<file path="config.mk">
export PLATFORM = sky130hd
export DESIGN_NAME = clk_switch_dev_flat
export DESIGN_NICKNAME = d
export VERILOG_FILES = /design/src/inc/clk_switch_pkg.sv /design/src/inc/clk_switch_if.sv /design/src/core/clk_switch_dev.sv /design/src/flat_wrapper.sv
export SDC_FILE = /design/constraint.sdc
export NUM_CORES = 1
export LEC_CHECK = 0
export BUFFER_PORTS_ARGS = -buffer_cell sky130_fd_sc_hd__buf_2
export CAP_MARGIN = 20
export CORE_MARGIN = 2
export CORE_UTILIZATION = 53
export DETAILED_ROUTE_END_ITERATION = 8
export PLACE_DENSITY = 0.85
export SLEW_MARGIN = 25
export SYNTH_ARGS = -nofsm -noshare
export SYNTH_HDL_FRONTEND = slang
export SYNTH_SLANG_ARGS = --single-unit
</file>
<file path="constraint.sdc">
create_clock -name sys_clk -period 4.9 [get_ports sys_clk]
set_input_delay 0.49 -clock sys_clk [delete_from_list [all_inputs] [get_ports sys_clk]]
set_output_delay 0.49 -clock sys_clk [all_outputs]
set_load 0.01 [all_outputs]
</file>
<file path="src/inc/clk_switch_pkg.sv">
// Shared constants and types for the clock switchover device and its controller
package clk_switch_pkg;
   localparam int ADDR_W = 16;
   localparam int DATA_W = 8;
   localparam logic [15:0] CTRL_ADDR = 16'h0080;
   localparam logic [15:0] STATE_ADDR = 16'h00A1;
   localparam logic [15:0] LOCK_ADDR = 16'h00A3;
   localparam logic [15:0] CFG_ADDR = 16'h2867;
   localparam logic [7:0] CTRL_RESET = 8'h00;
   localparam logic [7:0] CFG_RESET = 8'h00;
   localparam int B_CORE_SEL = 0;
   localparam int B_SLEEP_LO = 1;
   localparam int B_SLEEP_HI = 2;
   localparam int B_LCD_GATE = 3;
   localparam int B_METER_GATE = 4;
   localparam int B_QSLEEP = 5;
   localparam int B_QPLL = 6;
   localparam int B_METER_SEL = 7;
   localparam int B_PWR_UP = 0;
   localparam int B_LOCKED = 0;
   localparam int B_CFG_PLL_EN = 7;
   // Frequency code giving the fixed 3.2768 MHz quick-mode PLL rate
   localparam logic [6:0] QUICK_FREQ_CODE = 7'h01;
   localparam logic [1:0] SLP_SLEEP_A = 2'h3;
   localparam logic [1:0] SLP_SLEEP_B = 2'h1;
   localparam logic [1:0] SLP_DEEP = 2'h2;
   localparam int CLK_HZ = 50_000_000;
   localparam int WAKE_MIN_US = 800;
   localparam int WAKE_MAX_US = 900;
   localparam int STOP_MAX_NS = 30000;
   localparam int WAKE_MIN_CYC = (WAKE_MIN_US * (CLK_HZ / 1_000_000));
   localparam int WAKE_MAX_CYC = (WAKE_MAX_US * (CLK_HZ / 1_000_000));
   localparam int STOP_MAX_CYC = (STOP_MAX_NS / (1_000_000_000 / CLK_HZ));
   // Controller's own command port
   localparam logic [1:0] C_CMD_ADDR = 2'h0;
   localparam logic [1:0] C_STATUS_ADDR = 2'h1;
   localparam logic [1:0] C_FREQ_ADDR = 2'h2;
   localparam logic [2:0] OP_QUICK_START = 3'h1;
   localparam logic [2:0] OP_SHUTDOWN = 3'h2;
   localparam logic [2:0] OP_NORMAL_START = 3'h3;
   localparam logic [2:0] OP_DEEP_SLEEP = 3'h4;
   typedef enum logic [2:0] {ACT_FETCH, ACT_WRCTRL, ACT_WRCFG, ACT_POLL_LOCK, ACT_POLL_SEL,
                             ACT_END} act_type;
   typedef enum {PWR_RUN, PWR_QSTOP, PWR_SLEEP, PWR_DEEP} pwr_type;
   typedef enum {CS_IDLE, CS_EXEC, CS_CAPT} ctl_state_type;
endpackage : clk_switch_pkg

</file>
<file path="src/inc/clk_switch_if.sv">
// Special function register link between the processor-side controller and the device
`timescale 1ns/100ps
interface clk_switch_if;
   import clk_switch_pkg::*;
   logic [ADDR_W-1:0] sfr_addr;
   logic [DATA_W-1:0] sfr_wdata;
   logic sfr_wr;
   logic sfr_rd;
   logic [DATA_W-1:0] sfr_rdata;
   modport dev (input sfr_addr, input sfr_wdata, input sfr_wr, input sfr_rd,
                output sfr_rdata);
   modport ctl (output sfr_addr, output sfr_wdata, output sfr_wr, output sfr_rd,
                input sfr_rdata);
endinterface : clk_switch_if

</file>
<file path="src/core/clk_switch_dev.sv">
// Core and metering clock switchover device with quick and normal methods
`timescale 1ns/100ps
module clk_switch_dev
   import clk_switch_pkg::*;
#(
   parameter int CFG_W = 8
)
(
   input wire logic sys_clk,
   input wire logic nrst,
   clk_switch_if.dev bus,
   input wire logic osc_tick,
   input wire logic pll_lock_in,
   input wire logic power_up_flag,
   input wire logic wake_event,
   output logic pll_enable,
   output logic [6:0] pll_freq_code,
   output logic core_clk_on_pll,
   output logic meter_clk_on_pll,
   output logic core_clk_run,
   output logic watchdog_clk_run,
   output logic meter_clk_run,
   output logic sleep_state,
   output logic deep_sleep_state,
   output logic temp_state
);
   if (CFG_W != DATA_W)
   begin : g_chk
      $error("CFG_W must equal the register width");
   end

   typedef struct packed {
      logic [7:0] ctrl;
      logic [7:0] cfg;
      logic core_pll;
      logic meter_pll;
      logic core_back;
      logic meter_back;
      pwr_type pwr;
      logic temp;
      logic [7:0] rdata;
   } dev_state_type;

   dev_state_type q;
   dev_state_type d;

   function automatic pwr_type sleep_decode(input logic [1:0] req);
      pwr_type r;
      r = PWR_RUN;
      case (req)
         SLP_SLEEP_A, SLP_SLEEP_B: r = PWR_SLEEP;
         SLP_DEEP: r = PWR_DEEP;
         default: r = PWR_RUN;
      endcase
      return r;
   endfunction : sleep_decode

   logic quick_on;
   logic wr_ctrl;
   logic wr_cfg;
   logic [7:0] w;

   assign quick_on = ~q.ctrl[B_QSLEEP] & q.ctrl[B_QPLL];
   assign wr_ctrl = bus.sfr_wr & (bus.sfr_addr == CTRL_ADDR);
   assign wr_cfg = bus.sfr_wr & (bus.sfr_addr == CFG_ADDR);
   assign w = bus.sfr_wdata;

   always_comb
   begin
      d = q;
      d.rdata = 8'h00;
      // Source follows the select bits on the next crystal tick
      if (osc_tick)
      begin
         d.core_pll = q.ctrl[B_CORE_SEL];
         d.meter_pll = q.ctrl[B_METER_SEL];
         d.core_back = 1'b0;
         d.meter_back = 1'b0;
      end
      if (wr_ctrl)
      begin
         if (!quick_on)
         begin
            d.ctrl[B_CORE_SEL] = w[B_CORE_SEL];
            if (q.ctrl[B_CORE_SEL] && !w[B_CORE_SEL])
               d.core_back = 1'b1;
         end
         d.ctrl[B_METER_SEL] = w[B_METER_SEL];
         if (q.ctrl[B_METER_SEL] && !w[B_METER_SEL])
            d.meter_back = 1'b1;
         d.ctrl[B_QPLL] = w[B_QPLL];
         d.ctrl[B_QSLEEP] = w[B_QSLEEP];
         d.ctrl[B_METER_GATE] = w[B_METER_GATE];
         d.ctrl[B_LCD_GATE] = w[B_LCD_GATE];
         d.ctrl[B_SLEEP_HI:B_SLEEP_LO] = w[B_SLEEP_HI:B_SLEEP_LO];
         if (w[B_QSLEEP] && !power_up_flag)
            d.pwr = PWR_QSTOP;
         else if (!core_clk_on_pll && !q.core_back && !power_up_flag
                  && sleep_decode(w[B_SLEEP_HI:B_SLEEP_LO]) != PWR_RUN)
            d.pwr = sleep_decode(w[B_SLEEP_HI:B_SLEEP_LO]);
      end
      // Analog writes dropped while a switch back is pending
      if (wr_cfg && !q.core_back && !q.meter_back && !quick_on)
         d.cfg = w;
      // Quick stop: core to crystal, PLL off, then halt next cycle
      if (q.pwr == PWR_QSTOP)
      begin
         d.ctrl[B_CORE_SEL] = 1'b0;
         d.core_pll = 1'b0;
         d.core_back = 1'b0;
         d.cfg[B_CFG_PLL_EN] = 1'b0;
         d.pwr = PWR_SLEEP;
      end
      if (core_clk_on_pll)
         d.temp = 1'b0;
      // Wakeup clears request bits and restarts in the temporary state
      if (wake_event)
      begin
         d.ctrl[B_QPLL] = 1'b0;
         d.ctrl[B_QSLEEP] = 1'b0;
         d.ctrl[B_SLEEP_HI:B_SLEEP_LO] = 2'h0;
         d.pwr = PWR_RUN;
         d.temp = 1'b1;
      end
      if (bus.sfr_rd)
      begin
         case (bus.sfr_addr)
            CTRL_ADDR:
            begin
               d.rdata = q.ctrl;
               d.rdata[B_CORE_SEL] = q.ctrl[B_CORE_SEL] | q.core_back;
               d.rdata[B_METER_SEL] = q.ctrl[B_METER_SEL] | q.meter_back;
            end
            STATE_ADDR: d.rdata[B_PWR_UP] = power_up_flag;
            LOCK_ADDR: d.rdata[B_LOCKED] = pll_lock_in;
            CFG_ADDR: d.rdata = q.cfg;
            default: d.rdata = 8'h00;
         endcase
      end
   end

   always_ff @(posedge sys_clk or negedge nrst)
   begin
      if (!nrst)
      begin
         q.ctrl <= CTRL_RESET;
         q.cfg <= CFG_RESET;
         q.core_pll <= 1'b0;
         q.meter_pll <= 1'b0;
         q.core_back <= 1'b0;
         q.meter_back <= 1'b0;
         q.pwr <= PWR_RUN;
         q.temp <= 1'b1;
         q.rdata <= 8'h00;
      end
      else
      begin
         q <= d;
      end
   end

   // Quick mode overrides the PLL; a lost PLL falls back to crystal rate
   // in the analog block while the selects still read one
   assign pll_enable = q.cfg[B_CFG_PLL_EN] | quick_on;
   assign pll_freq_code = quick_on ? QUICK_FREQ_CODE : q.cfg[6:0];
   assign core_clk_on_pll = q.core_pll | quick_on;
   assign meter_clk_on_pll = q.meter_pll;
   assign core_clk_run = (q.pwr == PWR_RUN) || (q.pwr == PWR_QSTOP);
   assign watchdog_clk_run = core_clk_run;
   assign meter_clk_run = ~(q.ctrl[B_METER_GATE] & ~q.meter_pll & ~q.meter_back);
   assign sleep_state = (q.pwr == PWR_SLEEP);
   assign deep_sleep_state = (q.pwr == PWR_DEEP);
   assign temp_state = q.temp;
   assign bus.sfr_rdata = q.rdata;
endmodule : clk_switch_dev

</file>
<file path="src/flat_wrapper.sv">
// flat-port wrapper written by rule: the top's interface ports become plain ports
module clk_switch_dev_flat import clk_switch_pkg::*;
#(
   parameter int CFG_W = 8
)
  (sys_clk, nrst, osc_tick, pll_lock_in, power_up_flag, wake_event, pll_enable, pll_freq_code, core_clk_on_pll, meter_clk_on_pll, core_clk_run, watchdog_clk_run, meter_clk_run, sleep_state, deep_sleep_state, temp_state, bus_sfr_addr, bus_sfr_wdata, bus_sfr_wr, bus_sfr_rd, bus_sfr_rdata);
  clk_switch_if bus_i ();
  input wire logic sys_clk;
  input wire logic nrst;
  input wire logic osc_tick;
  input wire logic pll_lock_in;
  input wire logic power_up_flag;
  input wire logic wake_event;
  output logic pll_enable;
  output logic [6:0] pll_freq_code;
  output logic core_clk_on_pll;
  output logic meter_clk_on_pll;
  output logic core_clk_run;
  output logic watchdog_clk_run;
  output logic meter_clk_run;
  output logic sleep_state;
  output logic deep_sleep_state;
  output logic temp_state;
  input wire logic [$bits(bus_i.sfr_addr)-1:0] bus_sfr_addr;
  input wire logic [$bits(bus_i.sfr_wdata)-1:0] bus_sfr_wdata;
  input wire logic [$bits(bus_i.sfr_wr)-1:0] bus_sfr_wr;
  input wire logic [$bits(bus_i.sfr_rd)-1:0] bus_sfr_rd;
  output wire logic [$bits(bus_i.sfr_rdata)-1:0] bus_sfr_rdata;
  assign bus_i.sfr_addr = bus_sfr_addr;
  assign bus_i.sfr_wdata = bus_sfr_wdata;
  assign bus_i.sfr_wr = bus_sfr_wr;
  assign bus_i.sfr_rd = bus_sfr_rd;
  assign bus_sfr_rdata = bus_i.sfr_rdata;
  clk_switch_dev #(.CFG_W(CFG_W)) u_core (.sys_clk(sys_clk), .nrst(nrst), .bus(bus_i), .osc_tick(osc_tick), .pll_lock_in(pll_lock_in), .power_up_flag(power_up_flag), .wake_event(wake_event), .pll_enable(pll_enable), .pll_freq_code(pll_freq_code), .core_clk_on_pll(core_clk_on_pll), .meter_clk_on_pll(meter_clk_on_pll), .core_clk_run(core_clk_run), .watchdog_clk_run(watchdog_clk_run), .meter_clk_run(meter_clk_run), .sleep_state(sleep_state), .deep_sleep_state(deep_sleep_state), .temp_state(temp_state));
endmodule
</file>
==> impl_results.md, run 1 <==
* Status: completed
* Setup Buffers After CTS at 0
* Worst slack, placed at 2350 ps
* Cell Chain, Critical Path: buf_2, or4_4, nor3_2, nand3_2, mux2_2
* Non-Filler Instances at 248
* Hpwl dp at 2840 um
* Unique masters post-synth at 41
* Commonest cells after routing, fill and taps aside: buf_2 (55), dfrtp_1 (30), nand3_1 (22)
* Routed met2 length at 1860 um
* Placed inst area at 1860 sq um
* Drt drc at 0
* Combinational cell fraction of total power at 6.7%
* Reg2reg start: u_core.q[59]
* Chip Height at 59.6 um
* Core area at 3000 sq um
* Post-route minimum period at 2200 ps
* Layout area overhead at 19.1%
* Skew-Pair Late Insertion Delay at 340 ps
* Hold Crit Class: primary input to asynchronous set/reset pin
* Final Wtd Congestion at 0.870
* Total Neg Setup Slack at 0 ps
* Die X at 59.6 um
* Post-synthesis adder-cell area fraction at 0%
* Root Buffer: clkbuf_4
* H-tree Lvls at 2
* Vias in the first global route at 1371
* Seq cells post-synth at 31
* Critical path capture point type: flip-flop
* Max Fclk at 454 MHz
* Post-Synth XOR/XNOR Area at 0%
* PnR worst setup slack at 2700 ps
* Main combinational cell family by area after synthesis: simple AND/OR/NAND/NOR gates
* Placed cell count at 240
* Worst setup SP type: primary input
* Final setup vio count at 0
* Initial Util at 54.5%
* Initial antenna violation count at 0
* Post-route cell area at 1950 sq um
* Bufs on Longest Clock Path at 2
* Clk_skew at 8.24 ps
* Final Cycle Share at 44.9%
* CP max stage cell: nor3_2
* Avg WL per Cell at 15.3 um
* Worst setup startpoint: bus_sfr_addr[12]
* CTS clk-pin slew, worst paths at 100 ps
* Portion of total power attributed to the clock network at 42.0%
* DR vias at 1446
* Max-cap violations at 0
* Crit-path max cell delay at 590 ps
* Worst slew pin tran at 665 ps
* Syn Inst Count at 167
* Total congestion overflow at 0
* Compound-Gate Fraction of Synth Area at 12.3%
* Worst hold margin at 167 ps
* Slew HR at 55.4%
* Post-synthesis sequential area ratio at 47.5%
* Mapped Nets at 199
* Crit-path max FO at 11
* CTS tree: yes
* Placement Rows at 20
* Reg power frac at 51.3%
* Int Pwr at 391 uW
* DRT Pass-1 Iters at 4
* WL final at 3780 um
* Switching share of power at 22.0%
* Mux contribution to synthesized area at 7.49%
* I/O Pins at 56
* First-pass GRT wire length at 6270 um
* Crit path kind: primary input to flip-flop
* Power per cell area at 257 nW/um^2
* Final hold vios at 0
* Nets at 246
* Simple-Gate Fraction of Synth Area at 24.9%
* Routed met3 length at 257 um
* Synthesized area at 1640 sq um
* CTS buffer count at 5
* RSZ-0062 raised after global routing: no
* Count of pins over their slew limit at 0
* Antenna Nets Post-Route at 0
* Top routing layer used: met4
* Crit path DAT at 2430 ps
* Total die area at 3550 sq um
* Port buffer count at 55
* Post-cts repair resize count at 0
* Most common cell after layout, fill and taps aside: buf_2
* Antenna cell count at 0
* Largest net degree at the start of global routing at 32
* Leak at 0.000982 uW
* Worst endpoint required time at 5130 ps
* Via-to-Cell Ratio at 5.83
* Initial DRC count at 52
* # clock sinks at 31
* VDD IR max at 0.000234 V
* Total GRT Usage at 24.1%
* Switching power of the nets at 110 uW
* Hold_buf cts at 0
* Ratio of cells with drive above 1 in the final layout at 37.7%
* Syn avg cell area at 9.80 sq um
* Ys Warns at 0
* WL met1 at 1590 um
cell usage after synthesis:
cell | number | share of area (%)
a21o_1 | 1 | 0.46
nor4b_1 | 2 | 1.1
or4bb_1 | 1 | 0.69
and2_1 | 7 | 2.7
a41oi_1 | 1 | 0.54
nand2b_1 | 3 | 1.1
and3_1 | 2 | 0.76
inv_1 | 8 | 1.8
or3_1 | 1 | 0.38
o211ai_1 | 2 | 0.92
mux2_2 | 10 | 6.9
dfrtp_1 | 30 | 46
or4_4 | 1 | 0.69
clkbuf_1 | 2 | 0.46
or2_2 | 1 | 0.38
o21bai_1 | 1 | 0.46
o31ai_1 | 1 | 0.46
buf_2 | 3 | 0.92
nor4_1 | 4 | 1.5
buf_4 | 9 | 4.1
o21ai_0 | 6 | 1.8
nor2_1 | 6 | 1.4
nand3_1 | 22 | 6.7
o211a_1 | 1 | 0.61
nor2b_1 | 4 | 1.5
nor3_1 | 2 | 0.61
o32ai_1 | 2 | 1.1
nor2_2 | 1 | 0.38
nand2_1 | 3 | 0.69
a21oi_1 | 13 | 4.0
nor3_2 | 1 | 0.61
and4_1 | 2 | 1.1
a2bb2oi_1 | 1 | 0.54
o221a_2 | 1 | 0.69
dfstp_2 | 1 | 1.6
buf_1 | 2 | 0.46
nand3b_1 | 1 | 0.46
a31oi_1 | 2 | 0.76
nand4_1 | 4 | 1.5
nand3_2 | 1 | 0.61
mux2i_1 | 1 | 0.61
final cells by class:
cell class	count	area, sq um
Tap cell	33	41.3
Timing Repair Buffer	56	283
Inverter	8	30.0
Sequential cell	31	777
Clock buffer	6	51.3
Clock inverter	2	35.0
Multi-Input combinational cell	112	732
Fill cell	260	1050
final timing paths:
path                            slack (ps)                      end  depth (start not counted)
worst min register to register         510        u_core.temp_state                          1
min in group sys_clk                   400             u_core.q[41]                          2
worst max-delay path                  2700             u_core.q[49]                          5
worst min-delay path                   170  u_core.bus.sfr_rdata[2]                          1
max in group asynchronous             4300             u_core.q[10]                          1
worst max register to register        3090             u_core.q[49]                          4
state kept, by name, indices dropped and copies added, names as in the netlist:
| register | flops |
|---|---|
| u_core.temp_state | 1 |
| u_core.bus.sfr_rdata | 8 |
| u_core.meter_clk_on_pll | 1 |
| u_core.q | 21 |
kinds of logic after synthesis:
group / after synthesis
buf+inv: 24
compound gates: 32
mux: 11
flops: 31
simple gates: 69
per-stage QoR:
stage | util [%] | total power [uW]
2_1_floorplan | - | 272
3_3_place_gp | 62.0 | 295
3_5_place_dp | 62.0 | 295
4_1_cts | 64.9 | 503
5_1_grt | 64.9 | 518
6_report | 64.9 | 501
per-layer routing:
layer / vias up / GRT usage, %
met4: 0 / 10.5
li1: 691 / -
met5: - / 0
met1: 698 / 30.8
met3: 7 / 7.86
met2: 50 / 37.5
power by group through the flow:
| stage | combinational [uW] | sequential [uW] | clock [uW] |
|---|---|---|---|
| after global routing | 37.9 | 257 | 223 |
| after detailed placement | 33.8 | 262 | 0 |
| after floorplan | 9.55 | 262 | 0 |
| final | 33.8 | 257 | 210 |
| after global placement | 33.0 | 262 | 0 |
| after CTS | 34.0 | 257 | 213 |
worst max-delay path: cells and delay by family:
family                 cells  cell delay (ps)
buffers and inverters      1              110
AND/OR/NAND/NOR            3             1470
multiplexers               1              360
Note: power is estimated with default switching activity, not from simulation.
==> inputs of run 2 (changes only) <==
--- a/config.mk
+++ b/config.mk
@@ -8,9 +8,9 @@
 export BUFFER_PORTS_ARGS = -buffer_cell sky130_fd_sc_hd__buf_2
 export CAP_MARGIN = 20
 export CORE_MARGIN = 2
-export CORE_UTILIZATION = 53
+export CORE_UTILIZATION = 45
 export DETAILED_ROUTE_END_ITERATION = 8
-export PLACE_DENSITY = 0.85
+export PLACE_DENSITY = 0.77
 export SLEW_MARGIN = 25
 export SYNTH_ARGS = -nofsm -noshare
 export SYNTH_HDL_FRONTEND = slang
==> constraint.sdc (replaced) <==
create_clock -name sys_clk -period 2 [get_ports sys_clk]
set_input_delay 0.2 -clock sys_clk [delete_from_list [all_inputs] [get_ports sys_clk]]
set_output_delay 0.2 -clock sys_clk [all_outputs]
set_load 0.01 [all_outputs]
==> run 2 against run 1 <==
Net effect:
- utilization shrank 7.3 points
- critical path depth down 1
- die area grew 17%
- largest power group unchanged
==> impl_results.md, run 2 (same netlist as run 1, synthesis figures left out) <==
* Status: completed
* Crit-path max cell delay at 460 ps (-130 ps)
* Final Cycle Share at 92.5%
* Total die area at 4140 sq um (+17%)
* Hold Crit Class: primary input to flip-flop
* Drt drc at 0 (unchanged)
* Port buffer count at 55 (unchanged)
* Avg WL per Cell at 14.5 um (-4.7%)
* Reg2reg start: u_core.q[59]
* # clock sinks at 31 (unchanged)
* Power per cell area at 537 nW/um^2 (+110%)
* Crit path kind: flip-flop to flip-flop
* Crit path DAT at 2080 ps (-350 ps)
* H-tree Lvls at 2 (unchanged)
* Final core area utilization at 57.7% (-7.3 points)
* Combinational cell fraction of total power at 7.9% (+1.2 points)
* Total congestion overflow at 0 (unchanged)
* Switching share of power at 24.3% (+2.3 points)
* Ratio of cells with drive above 1 in the final layout at 37.7% (+0.053 points)
* Most common cell after layout, fill and taps aside: buf_2
* Nets at 251 (+2.0%)
* Clk_skew at 3.81 ps (-4.43 ps)
* Int Pwr at 800 uW (+100%)
* Worst setup SP type: flip-flop
* CTS clk-pin slew, worst paths at 90 ps (about the same)
* Reg power frac at 59.5% (+8.2 points)
* Switching power of the nets at 257 uW (+130%)
* Final Wtd Congestion at 0.863 (-0.72%)
* RSZ-0062 raised after global routing: no
* Count of pins over their slew limit at 0 (unchanged)
* First-pass GRT wire length at 6630 um (+5.7%)
* Worst slew pin tran at 667 ps (+2.42 ps)
* Chip Height at 64.3 um (+7.9%)
* CTS tree: yes
* CTS buffer count at 5 (unchanged)
* Hold Path Origin: bus_sfr_wdata[7]
* R2r setup slk at 150 ps (-2940 ps)
* Initial antenna violation count at 0 (unchanged)
* Cell Chain, Critical Path: nor2b_1, nor4b_1, nand3_2, mux2_2
* Commonest cells after routing, fill and taps aside: buf_2 (55), dfrtp_1 (30), nand3_1 (22)
* VDD IR max at 0.000291 V (+24%)
* Hpwl dp at 2860 um (+0.61%)
* Max Fclk at 541 MHz
* Final hold vios at 0 (unchanged)
* WHS Endpoint: u_core.q[41]
* Final setup vio count at 0 (unchanged)
* Critical path capture point type: flip-flop
* Worst endpoint required time at 2230 ps (-2900 ps)
* DR vias at 1463 (+1.2%)
* Slew HR at 55.5% (+0.080 points)
* Placement Rows at 21 (+5.0%)
* Layout area overhead at 20.3%
* Initial Util at 47.9% (-6.6 points)
* Core area at 3420 sq um (+14%)
* Post-cts repair resize count at 0 (unchanged)
* Antenna cell count at 0 (unchanged)
* Initial DRC count at 37 (-29%)
* Max-cap violations at 0 (unchanged)
* Reg2Reg Depth at 4 (unchanged)
* Post-route minimum period at 1850 ps
* Via-to-Cell Ratio at 5.50 (-5.7%)
* Root Buffer: clkbuf_4
* Crit-path max FO at 7 (-4)
* Worst reg2reg endpoint: u_core.q[46]
* Total GRT Usage at 20.7% (-3.4 points)
* Reg with most FFs: u_core.q
* DRT Pass-1 Iters at 4 (unchanged)
* Portion of total power attributed to the clock network at 32.6% (-9.4 points)
* Worst Hold Depth at 2
* Vias in the first global route at 1463 (+6.7%)
* Die X at 64.3 um (+7.9%)
* Filler cells at 316 (+22%)
* Skew-Pair Late Insertion Delay at 340 ps (about the same)
* I/O Pins at 56 (unchanged)
* Final Power at 1060 uW (+110%)
* Antenna Nets Post-Route at 0 (unchanged)
* Largest net degree at the start of global routing at 32 (unchanged)
* Leak at 0.000988 uW (+0.58%)
* Bufs on Longest Clock Path at 2 (unchanged)
* WL final at 3870 um (+2.2%)
* Total Neg Setup Slack at 0 ps (unchanged)
* CP max stage cell: nor4b_1
* Max FFs per register at 21 (unchanged)
[run 2: final cells by class]
type | count | area, sq um | area share (%)
clock buffer | 7 | 45.0 | 2.29
clock inverter | 1 | 5.00 | 0.254
inverter | 8 | 30.0 | 1.52
multi-input combinational | 112 | 732 | 37.2
sequential | 31 | 777 | 39.5
tap | 46 | 57.6 | 2.92
timing repair buffer | 61 | 323 | 16.4
[run 2: how the worst max path moves through the flow]
stage	to	cells past startpoint	slack, ps	start
after floorplan	u_core.q[45]	4	460	bus_sfr_addr[12]
after global placement	u_core.q[48]	5	210	bus_sfr_addr[12]
after detailed placement	u_core.q[46]	5	200	bus_sfr_addr[12]
after CTS	u_core.q[46]	4	190	u_core.q[59]
after global routing	u_core.q[50]	4	100	u_core.q[59]
final	u_core.q[46]	4	150	u_core.q[59]
[run 2: power groups by stage]
stage | sequential (uW) | combinational [uW] | clock [uW]
after floorplan | 642 | 23.4 | 0
after global placement | 641 | 82.8 | 0
after detailed placement | 641 | 82.7 | 0
after CTS | 629 | 84.5 | 352
after global routing | 629 | 94.8 | 383
final | 629 | 83.8 | 344
[run 2: repair_timing]
action | 4_1_cts | 5_1_grt
hold buffers | 1 | 0
buffers inserted | 0 | 0
endpoints found under the hold margin | 30 | 0
[run 2: worst max-delay path, delay by kind of cell (launching register included)]
family | cells | cell delay, ps
flops | 1 | 410
mux | 1 | 350
simple gates | 3 | 970
[run 2: through the flow]
step | cells | worst slack (ps) | hold slack (ps) | area [sq um]
after detailed placement | 257 | 195 | 271 | 1910
after global routing | 266 | 104 | 84.7 | 1970
after global placement | 257 | 211 | 271 | 1910
after floorplan | 167 | 456 | -95.6 | 1640
after CTS | 266 | 186 | 83.0 | 1970
final | 266 | 151 | 91.0 | 1970
[run 2: routing by layer]
layer / global-route usage (%) / vias to the layer above / wire [um]
met3: 4.40 / 10 / 221
li1: - / 707 / -
met4: 9.04 / 0 / 74
met5: 0 / - / 0
met1: 27.4 / 698 / 1750
met2: 32.8 / 48 / 1820
